==> src/split_timer_pkg.sv <==
// Package with register map, field positions, reset values and timing constants for the timer.
package split_timer_pkg;

   // Register addresses on the special-function register port.
   localparam logic [7:0] TIMER_CTRL_ADDR = 8'h91;
   localparam logic [7:0] TIMER_COUNT_HIGH_ADDR = 8'hCD;
   localparam logic [7:0] COUNT_LOW_ADDR = 8'h92;
   localparam logic [7:0] RELOAD_LOW_ADDR = 8'h93;
   localparam logic [7:0] RELOAD_HIGH_ADDR = 8'h94;

   // Bit positions inside the control register.
   localparam int HIGH_FLAG_BIT = 7;
   localparam int LOW_FLAG_BIT = 6;
   localparam int LOW_IRQ_EN_BIT = 5;
   localparam int SPLIT_BIT = 3;
   localparam int RUN_BIT = 2;
   localparam int EXT_TICK_BIT = 0;

   // Values after reset, and the top value of a count byte.
   localparam logic [7:0] CTRL_RESET = 8'h00;
   localparam logic [7:0] BYTE_RESET = 8'h00;
   localparam logic [7:0] BYTE_MAX = 8'hFF;

   // Core clock rate and the two tick dividers.
   localparam int CLK_HZ = 20000000;
   localparam int CORE_DIV = 12;
   localparam int EXT_DIV = 8;
   localparam logic [3:0] CORE_DIV_LAST = 4'(CORE_DIV - 1);
   localparam logic [2:0] EXT_DIV_LAST = 3'(EXT_DIV - 1);

   // Software-visible control fields held by the block.
   typedef struct packed {
      logic high_overflow_flag;
      logic low_overflow_flag;
      logic low_overflow_irq_en;
      logic split_mode_select;
      logic run_control;
      logic ext_tick_select;
   } ctrl_s;

   // Counter and reload bytes travel together.
   typedef struct packed {
      logic [7:0] high;
      logic [7:0] low;
   } pair_s;

endpackage : split_timer_pkg

==> src/split_autoreload_timer.sv <==
// Split-capable auto-reload timer with its register port and tick generation.
`timescale 1ns/1ps
module split_autoreload_timer
(
   input wire logic clk,
   input wire logic rst_b,
   input wire logic [7:0] sfr_addr,
   input wire logic [7:0] sfr_wdata,
   input wire logic sfr_wr,
   input wire logic sfr_rd,
   input wire logic timer_irq_en,
   input wire logic high_byte_clock_sel,
   input wire logic low_byte_clock_sel,
   input wire logic capture_mode,
   input wire logic ext_clk_pin,
   input wire logic capture_pin,
   output logic [7:0] sfr_rdata,
   output logic timer_irq
);

   // Three-stage synchronisers for the two pins.
   logic [2:0] ext_sync_ff;
   logic [2:0] cap_sync_ff;
   // Filtered pin levels, updated only when stages two and three agree.
   logic ext_level_ff;
   logic cap_level_ff;
   logic nxt_ext_level;
   logic nxt_cap_level;
   // Tick dividers.
   logic [3:0] core_div_ff;
   logic [3:0] nxt_core_div;
   logic [2:0] ext_div_ff;
   logic [2:0] nxt_ext_div;
   // Timer state.
   split_timer_pkg::ctrl_s ctrl_ff;
   split_timer_pkg::ctrl_s nxt_ctrl;
   split_timer_pkg::pair_s count_ff;
   split_timer_pkg::pair_s nxt_count;
   split_timer_pkg::pair_s reload_ff;
   split_timer_pkg::pair_s nxt_reload;
   logic [7:0] rdata_ff;
   logic [7:0] nxt_rdata;
   logic irq_ff;
   logic nxt_irq;
   // Combinational helpers.
   logic ext_rise;
   logic cap_rise;
   logic core_tick;
   logic ext_tick;
   logic sel_tick;
   logic tick_low;
   logic tick_high;
   logic low_wrap;
   logic high_wrap;
   logic capture_now;
   logic wr_ctrl;
   logic wr_high;
   logic wr_low;
   logic [7:0] ctrl_view;

   assign sfr_rdata = rdata_ff;
   assign timer_irq = irq_ff;

   // Pin synchronisers; the first stage feeds only the second.
   always_ff @(posedge clk or negedge rst_b)
   begin
      if (!rst_b)
      begin
         ext_sync_ff <= 3'h0;
         cap_sync_ff <= 3'h0;
      end
      else
      begin
         ext_sync_ff <= {ext_sync_ff[1:0], ext_clk_pin};
         cap_sync_ff <= {cap_sync_ff[1:0], capture_pin};
      end
   end

   // A pin change counts only when the two later stages agree, which rejects one-cycle glitches.
   always_comb
   begin
      nxt_ext_level = ext_level_ff;
      nxt_cap_level = cap_level_ff;
      if (ext_sync_ff[1] == ext_sync_ff[2])
      begin
         nxt_ext_level = ext_sync_ff[2];
      end
      if (cap_sync_ff[1] == cap_sync_ff[2])
      begin
         nxt_cap_level = cap_sync_ff[2];
      end
   end

   // Edges of the filtered levels.
   assign ext_rise = nxt_ext_level & ~ext_level_ff;
   assign cap_rise = nxt_cap_level & ~cap_level_ff;

   // Dividers: core clock by twelve, external rising edges by eight.
   always_comb
   begin
      nxt_core_div = (core_div_ff == split_timer_pkg::CORE_DIV_LAST) ? 4'h0 : core_div_ff + 4'h1;
      nxt_ext_div = ext_div_ff;
      if (ext_rise)
      begin
         nxt_ext_div = ext_div_ff + 3'h1;
      end
   end

   assign core_tick = (core_div_ff == split_timer_pkg::CORE_DIV_LAST);
   assign ext_tick = ext_rise && (ext_div_ff == split_timer_pkg::EXT_DIV_LAST);
   assign sel_tick = ctrl_ff.ext_tick_select ? ext_tick : core_tick;
   // A clock select of one bypasses the divided tick and counts every core clock.
   assign tick_low = low_byte_clock_sel ? 1'b1 : sel_tick;
   assign tick_high = high_byte_clock_sel ? 1'b1 : sel_tick;

   // Register port decode.
   assign wr_ctrl = sfr_wr && (sfr_addr == split_timer_pkg::TIMER_CTRL_ADDR);
   assign wr_high = sfr_wr && (sfr_addr == split_timer_pkg::TIMER_COUNT_HIGH_ADDR);
   assign wr_low = sfr_wr && (sfr_addr == split_timer_pkg::COUNT_LOW_ADDR);

   // Unused bits 4 and 1 are not stored and always read as zero.
   assign ctrl_view = {ctrl_ff.high_overflow_flag, ctrl_ff.low_overflow_flag,
                       ctrl_ff.low_overflow_irq_en, 1'b0, ctrl_ff.split_mode_select,
                       ctrl_ff.run_control, 1'b0, ctrl_ff.ext_tick_select};

   // Wrap conditions; in 16-bit mode the high byte steps only on a low byte wrap.
   always_comb
   begin
      if (ctrl_ff.split_mode_select)
      begin
         // The low byte ignores run control in split mode.
         low_wrap = tick_low && (count_ff.low == split_timer_pkg::BYTE_MAX);
         high_wrap = ctrl_ff.run_control && tick_high &&
                     (count_ff.high == split_timer_pkg::BYTE_MAX);
      end
      else
      begin
         low_wrap = ctrl_ff.run_control && tick_low &&
                    (count_ff.low == split_timer_pkg::BYTE_MAX);
         high_wrap = low_wrap && (count_ff.high == split_timer_pkg::BYTE_MAX);
      end
   end

   assign capture_now = capture_mode && ctrl_ff.split_mode_select && cap_rise;

   // Next state of counters, reloads and control.
   always_comb
   begin
      nxt_count = count_ff;
      nxt_reload = reload_ff;
      nxt_ctrl = ctrl_ff;
      // Counting.
      if (ctrl_ff.split_mode_select)
      begin
         if (low_wrap)
         begin
            nxt_count.low = reload_ff.low;
         end
         else if (tick_low)
         begin
            nxt_count.low = count_ff.low + 8'h01;
         end
         if (high_wrap)
         begin
            nxt_count.high = reload_ff.high;
         end
         else if (ctrl_ff.run_control && tick_high)
         begin
            nxt_count.high = count_ff.high + 8'h01;
         end
      end
      else if (ctrl_ff.run_control && tick_low)
      begin
         // Sixteen-bit count reloads both bytes only on the full wrap.
         if (high_wrap)
         begin
            nxt_count = reload_ff;
         end
         else
         begin
            nxt_count = 16'(count_ff + 16'h0001);
         end
      end
      // Software writes to a count byte take priority over counting in that cycle.
      if (wr_high)
      begin
         nxt_count.high = sfr_wdata;
      end
      if (wr_low)
      begin
         nxt_count.low = sfr_wdata;
      end
      // Reload registers: software writes, then capture, which wins if both land together.
      if (sfr_wr && (sfr_addr == split_timer_pkg::RELOAD_LOW_ADDR))
      begin
         nxt_reload.low = sfr_wdata;
      end
      if (sfr_wr && (sfr_addr == split_timer_pkg::RELOAD_HIGH_ADDR))
      begin
         nxt_reload.high = sfr_wdata;
      end
      if (capture_now)
      begin
         nxt_reload = count_ff;
      end
      // Control writes; flags only clear through software.
      if (wr_ctrl)
      begin
         nxt_ctrl.high_overflow_flag = sfr_wdata[split_timer_pkg::HIGH_FLAG_BIT];
         nxt_ctrl.low_overflow_flag = sfr_wdata[split_timer_pkg::LOW_FLAG_BIT];
         nxt_ctrl.low_overflow_irq_en = sfr_wdata[split_timer_pkg::LOW_IRQ_EN_BIT];
         nxt_ctrl.split_mode_select = sfr_wdata[split_timer_pkg::SPLIT_BIT];
         nxt_ctrl.run_control = sfr_wdata[split_timer_pkg::RUN_BIT];
         nxt_ctrl.ext_tick_select = sfr_wdata[split_timer_pkg::EXT_TICK_BIT];
      end
      // Hardware sets override a clearing write in the same cycle so no event is lost.
      if (high_wrap || capture_now)
      begin
         nxt_ctrl.high_overflow_flag = 1'b1;
      end
      if (low_wrap)
      begin
         nxt_ctrl.low_overflow_flag = 1'b1;
      end
   end

   // Read data and interrupt request, both registered.
   always_comb
   begin
      nxt_rdata = rdata_ff;
      if (sfr_rd)
      begin
         case (sfr_addr)
            split_timer_pkg::TIMER_CTRL_ADDR: nxt_rdata = ctrl_view;
            split_timer_pkg::TIMER_COUNT_HIGH_ADDR: nxt_rdata = count_ff.high;
            split_timer_pkg::COUNT_LOW_ADDR: nxt_rdata = count_ff.low;
            split_timer_pkg::RELOAD_LOW_ADDR: nxt_rdata = reload_ff.low;
            split_timer_pkg::RELOAD_HIGH_ADDR: nxt_rdata = reload_ff.high;
            default: nxt_rdata = 8'h00;
         endcase
      end
      nxt_irq = timer_irq_en && (nxt_ctrl.high_overflow_flag ||
                (nxt_ctrl.low_overflow_flag && nxt_ctrl.low_overflow_irq_en));
   end

   // State registers.
   always_ff @(posedge clk or negedge rst_b)
   begin
      if (!rst_b)
      begin
         ext_level_ff <= 1'b0;
         cap_level_ff <= 1'b0;
         core_div_ff <= 4'h0;
         ext_div_ff <= 3'h0;
         ctrl_ff <= split_timer_pkg::ctrl_s'(6'h00);
         count_ff <= {split_timer_pkg::BYTE_RESET, split_timer_pkg::BYTE_RESET};
         reload_ff <= {split_timer_pkg::BYTE_RESET, split_timer_pkg::BYTE_RESET};
         rdata_ff <= 8'h00;
         irq_ff <= 1'b0;
      end
      else
      begin
         ext_level_ff <= nxt_ext_level;
         cap_level_ff <= nxt_cap_level;
         core_div_ff <= nxt_core_div;
         ext_div_ff <= nxt_ext_div;
         ctrl_ff <= nxt_ctrl;
         count_ff <= nxt_count;
         reload_ff <= nxt_reload;
         rdata_ff <= nxt_rdata;
         irq_ff <= nxt_irq;
      end
   end

   // Split low byte at its top value wraps to its reload and raises the low flag.
   AST_SPLIT_LOW_WRAP: assert property (@(posedge clk) disable iff (!rst_b)
      (ctrl_ff.split_mode_select && tick_low && count_ff.low == 8'hFF && !wr_low)
      |=> (count_ff.low == $past(reload_ff.low)) && ctrl_ff.low_overflow_flag)
      else $error("split low byte did not wrap to reload");

   // A high wrap sets the high flag on the next edge.
   AST_HIGH_FLAG_SET: assert property (@(posedge clk) disable iff (!rst_b)
      high_wrap |=> ctrl_ff.high_overflow_flag)
      else $error("high flag missing after wrap");

   // Without a control write the high flag stays set.
   AST_FLAG_STICKY: assert property (@(posedge clk) disable iff (!rst_b)
      (ctrl_ff.high_overflow_flag && !wr_ctrl) |=> ctrl_ff.high_overflow_flag)
      else $error("high flag cleared without software");

   // A pending high flag with the timer enabled keeps the request up; the enable is registered
   // together with the flags, so its value one edge back is the one that counts.
   AST_HIGH_IRQ: assert property (@(posedge clk) disable iff (!rst_b)
      ($past(timer_irq_en) && ctrl_ff.high_overflow_flag) |-> timer_irq)
      else $error("high flag did not request interrupt");

   // Low flag requests only together with its own enable.
   AST_LOW_IRQ: assert property (@(posedge clk) disable iff (!rst_b)
      (!ctrl_ff.high_overflow_flag && ctrl_ff.low_overflow_flag && !ctrl_ff.low_overflow_irq_en)
      |-> !timer_irq)
      else $error("low flag requested without its enable");

   // Run off in split mode freezes the high byte.
   AST_RUN_GATE: assert property (@(posedge clk) disable iff (!rst_b)
      (ctrl_ff.split_mode_select && !ctrl_ff.run_control && !wr_high) |=> $stable(count_ff.high))
      else $error("high byte counted while stopped");

   // Reading control shows zero in the unused bits.
   AST_RESERVED_ZERO: assert property (@(posedge clk) disable iff (!rst_b)
      (sfr_rd && sfr_addr == 8'h91) |=> (sfr_rdata[4] == 1'b0 && sfr_rdata[1] == 1'b0))
      else $error("unused control bits read nonzero");

   // A split capture copies the counts into the reload bytes.
   AST_CAPTURE_COPY: assert property (@(posedge clk) disable iff (!rst_b)
      capture_now |=> (reload_ff == $past(count_ff)) && ctrl_ff.high_overflow_flag)
      else $error("capture did not latch counts");

   // The divide-by-twelve tick is followed by eight quiet cycles at least.
   AST_CORE_DIV: assert property (@(posedge clk) disable iff (!rst_b)
      core_tick |=> !core_tick [*8])
      else $error("core tick spacing wrong");

   // Reading the high count register returns the high byte.
   AST_READ_HIGH: assert property (@(posedge clk) disable iff (!rst_b)
      (sfr_rd && sfr_addr == 8'hCD) |=> sfr_rdata == $past(count_ff.high))
      else $error("high count read mismatch");

   COV_SPLIT_HIGH_WRAP: cover property (@(posedge clk) disable iff (!rst_b)
      ctrl_ff.split_mode_select && high_wrap);
   COV_FULL_WRAP: cover property (@(posedge clk) disable iff (!rst_b)
      !ctrl_ff.split_mode_select && high_wrap);
   COV_CAPTURE: cover property (@(posedge clk) disable iff (!rst_b) capture_now);

endmodule : split_autoreload_timer

==> config.mk <==
export PLATFORM = sky130hd
export DESIGN_NAME = split_autoreload_timer
export DESIGN_NICKNAME = d
export VERILOG_FILES = /design/src/split_timer_pkg.sv /design/src/split_autoreload_timer.sv
export SDC_FILE = /design/constraint.sdc
export NUM_CORES = 1
export LEC_CHECK = 0
export ABC_CLOCK_PERIOD_IN_PS = 2900
export BUFFER_PORTS_ARGS = -buffer_cell sky130_fd_sc_hd__buf_2
export CAP_MARGIN = 20
export CORE_ASPECT_RATIO = 0.7
export CORE_MARGIN = 8
export CORE_UTILIZATION = 60
export DETAILED_ROUTE_END_ITERATION = 8
export PLACE_DENSITY = 0.81
export SLEW_MARGIN = 10
export SYNTH_ARGS = -nofsm -noshare
export SYNTH_HDL_FRONTEND = slang
export SYNTH_SLANG_ARGS = --single-unit
==> constraint.sdc <==
create_clock -name clk -period 2.9 [get_ports clk]
set_clock_uncertainty 0.15 [all_clocks]
set_input_delay 0.29 -clock clk [delete_from_list [all_inputs] [get_ports clk]]
set_output_delay 0.29 -clock clk [all_outputs]
set_load 0.01 [all_outputs]
; After elaboration in Yosys (flattened, before gate mapping)
; Index checks and enable logic that the tools add are counted.
[classes]
add_sub_neg = 5
n_eq_ne = 13
muxes = 24
n_bitwise = 4
n_reduce_logical = 24
[ops]
columns = operator, count
row1 = 16-bit two-way mux, 4
row2 = 8-bit two-way mux, 8
row3 = 8-bit == test (second input constant), 7
row4 = 8-bit one-hot mux with 5 select lines, 1
row5 = 16-bit by 1-bit adder with 16-bit output (second input constant), 1
row6 = 8-bit by 1-bit adder with 8-bit output (second input constant), 2
row7 = 1-bit logical AND, 16
row8 = 1-bit two-way mux, 9
row9 = 4-bit by 1-bit != test with 1-bit output (second input constant), 2
row10 = 6-bit two-way mux, 1
row11 = 3-bit nonzero test, 2
row12 = 4-bit by 1-bit adder with 4-bit output (second input constant), 1
row13 = 4-bit == test (second input constant), 1
row14 = 4-bit two-way mux, 1
row15 = 2-bit AND reduction, 2
row16 = 2-bit nonzero test, 2
row17 = 3-bit by 1-bit adder with 3-bit output (second input constant), 1
row18 = 3-bit == test (second input constant), 1
row19 = 1-bit AND, 2
row20 = 1-bit == test, 2
row21 = 1-bit logical OR, 2
row22 = 1-bit NOT, 2
[word_totals]
regBits = 62
inputBits = 26
out_inout_bits = 9
elab_cells = 88

; Logic depth before layout (Yosys ltp)
[depth]
ltp_word = 14
mapped_depth = 9
depth_no_buf = 8

; Worst setup path after synthesis
; No wires, ideal clock.
[synth_path]
kind = input -> register
start = in sfr_addr[3]
end = reg irq_ff, in the netlist timer_irq
setup_time_ps = 119
arrival_ps = 2196
t_required_ps = 2631
slack_ps = 435
cell_stages = 6
n_path_buf = 1
path_cell_list = or4b_1 > buf_6 > nor4_4 > mux2_2 > or3_1 > o21a_1
[synth_rtl]
columns = item, line
row1 = from (decl), split_autoreload_timer.sv:7  ; input wire logic [7:0] sfr_addr,
row2 = to (signal assigned), split_autoreload_timer.sv:271  ; irq_ff <= nxt_irq;
row3 = to (decl), split_autoreload_timer.sv:43  ; logic irq_ff;

; Final worst setup path
[layout_path]
start = reg count_ff[1] (netlist name)
end = reg count_ff[7] (netlist name)
[layout_via]
elab_chain_len = 8
elab_cells_between_ends = 16
cone_classes = add/sub (2) / eq/ne (2) / mux (8) / reduce/logical (4)
[layout_rtl]
columns = item, line
row1 = from (decl), split_autoreload_timer.sv:37  ; split_timer_pkg::pair_s count_ff;
row2 = from (signal assigned), split_autoreload_timer.sv:256  ; count_ff <= {split_timer_pkg::BYTE_RESET, split_timer_pkg::BYTE_RESET};
row3 = from (signal assigned), split_autoreload_timer.sv:268  ; count_ff <= nxt_count;
row4 = branches (longest 8 deep; another with 16-bit by 1-bit adder with 16-bit output), n/a
; Parallel ways; which one is timed is not known. The select of a mux whose other input is x is not followed.
; A chain may end at the register's enable or synchronous reset.

==> impl_metrics.yaml <==
outcome:
  status: "complete, no violations"
global_route:
  grt_pass1_wl_um: 17400
  overflow: 0
  antenna_found_initial: 0
  grt_pass1_vias: 3440
  grt_use_total_pct: 25.7
  grt_max_degree: 63
power:
  combPwrFrac_pct: 26.6
  p_per_area_mw_per_mm2: 656
  switching_share_pct: 31.8
  peakVddDrop_uv: 420
  net-switching-power_uw: 891
  internal-power_uw: 1910
  p_leak_uw: 0.00196
  clkPwrFrac_pct: 34.0
  p_seq_share_pct: 39.4
finish:
  seqCellArea_mm2: 0.00155
  drive_gt1_share_pct: 20.7
  area_delta_synth_final_pct: 15.2
  fillers: 480
  finalInstanceArea_mm2: 0.00428
  nets: 475
  n_antenna_cell: 0
  multi_input_area_mm2: 0.00197
synthesis:
  syn_area_mm2: 0.00371
  syn_nets: 423
  synthCells: 392
  ys_top_cells_by_area: "dfrtp_1 42%, mux2i_1 7.6%, nand2_1 5.3%, o21ai_0 4.9%, nor2_1 2.7%"
  ys_warn_count: 0
  yosys-top-cells-count: "62 x dfrtp_1, 52 x nand2_1, 36 x o21ai_0"
  synth_edf_count: 0
  async_reset_ff_share_pct: 100
  ys_seq_area_share_pct: 41.8
  synth_top_area_share_pct: 41.8
  yosysMostFrequentCell: "dfrtp_1"
  postSynthAreaPerCell_um2: 9.47
  synth.distinct_cells: 55
  yosysTopAreaCell: "dfrtp_1"
  synthFlopType: "dfrtp_1"
  synth-seq-cells: 62
floorplan:
  ios: 35
  die_w_um: 110
  initial_core_util_pct: 60.9
  coreArea_mm2: 0.00610
  rows: 24
  dieHeight_um: 81.8
  dieArea_mm2: 0.00900
placed_design:
  io_buffers: 34
  dp_hpwl_um: 7640
  dpl_cell_area_mm2: 0.00399
  finalWeightedCongestion: 0.989
worst_setup_path:
  cp.required_ps: 3040
  critical_path_class: "reg2reg"
  cp-start-kind: "flop"
  crit_path_end_kind: "flop"
  path_max_fanout: 8
  critPathArrivalTime_ps: 2830
hold_path:
  hold_path.class: "in2reg"
route:
  final_antenna_net_count: 0
  vias: 3446
  via_per_inst: 6.54
  dr.pass1.iters: 7
  drt_wl_total_um: 10600
  drtIter0Drc: 348
  routedWlPerCell_um: 20.2
  drc: 0
timing:
  finalSetupViolations: 0
  fin_setup_tns_ps: 0
  hold_viol_final: 0
  worst_slew_pin_slew_ps: 756
  rsz0062_at_grt: "false"
  fin_crit_sh_pct: 92.9
  fmax_mhz: 371
  fin_crit_ps: 2690
  slew_headroom_pct: 49.6
  maxSlewViolCount: 0
clocking:
  clkTransAtPathRegs_ps: 70
  htreeDepth: 3
  insertion_delay_ps: 360
  cts_root_buf: "clkbuf_8"
  post_cts_buffers: 0
  cts_made_buffers: 9
  clock_path_buffers: 2
  cts_tree: "yes"
  cts_sinks: 62
flow_run:
  cap_violations: 0
metrics by stage:
stage	total power [uW]	utilization (%)	instances	hold slack, ps	setup slack, ps
3_5_place_dp	1830	65.4	507	185	206
4_1_cts	2790	70.2	527	66.7	177
5_1_grt	2930	70.2	527	79.4	66.4
3_3_place_gp	1800	65.4	507	184	321
6_report	2800	70.2	527	72.2	205
2_1_floorplan	1600	-	392	-156	435
cell families (layout without fill, tap and decap cells):
group / count (synthesis) / count (layout) / synth area share [%]
fa+ha+maj: 7 / 7 / 2.23
simple gates: 143 / 143 / 20.4
flops: 62 / 62 / 41.8
compound gates: 103 / 103 / 17.2
buf+inv: 27 / 84 / 5.16
xor+xnor: 15 / 15 / 3.54
mux: 35 / 35 / 9.68
placed cells by master, fill, tap and decap left out, types with 8 or more instances in the layout:
master	netlist	final
nand2_1	52	52
dfrtp_1	62	62
clkbuf_8	3	10
xor2_1	9	9
mux2i_1	28	28
and3_1	9	9
a221oi_1	8	8
a21oi_1	16	16
buf_4	1	23
buf_2	4	34
a31oi_1	11	11
nor2_1	27	26
nor3_1	11	11
o21ai_0	36	36
registers in the layout, indices dropped and copies added (netlist names):
signal and cells:
cap_level_ff 1, cap_sync_ff 3, core_div_ff 4, count_ff 16, ctrl_ff 6, ext_div_ff 3, ext_level_ff 1, ext_sync_ff 3
reload_ff 16, sfr_rdata 8, timer_irq 1
worst max-delay path, cell delays in order (launching register included):
cell and delay, ps:
dfrtp_1 430, ha_1 280, nand4_1 170, nor4_1 480
a41oi_1 190, or2_1 470, a211o_1 320, a21oi_1 130
worst paths after layout:
| path | from | to | slack (ps) | cells after the start |
|---|---|---|---|---|
| min | sfr_wdata[4] | count_ff[4] | 70 | 3 |
| max reg2reg | count_ff[1] | count_ff[7] | 210 | 7 |
| max in group asynchronous | rst_b | sfr_rdata[1] | 1630 | 3 |
| min reg2reg | ext_sync_ff[0] | ext_sync_ff[1] | 200 | 0 |
| max | count_ff[1] | count_ff[7] | 210 | 7 |
| min in group asynchronous | rst_b | cap_level_ff | 480 | 3 |
routing by layer:
layer  up-vias  track usage [%]  part of all wire [%]
met4         0             11.4                   2.9
met5         -                0                     0
met3        41             9.56                    13
met2       201             35.2                    40
li1       1548                -                     -
met1      1656             35.4                    44
repair_timing:
item                       in CTS  in global routing
hold endpoints to repair       65                  0
gates resized for setup         0                  1
setup endpoints to repair       0                  4
hold buffers                    4                  0
cell type report:
cell class	count	area share, %
Sequential cell	62	36.3
Timing Repair Buffer	61	8.95
Clock buffer	11	3.31
Tap cell	78	2.28
Inverter	7	0.614
Multi-Input combinational cell	303	46.1
Clock inverter	5	2.49
power by group through the flow:
stage | clock [uW] | sequential (uW) | combinational, uW
global route | 998 | 1120 | 820
floorplan | 0 | 1080 | 511
global placement | 0 | 1110 | 696
CTS | 960 | 1100 | 725
finish | 954 | 1100 | 746
detailed placement | 0 | 1110 | 715
Note: power is estimated with default switching activity, not from simulation.
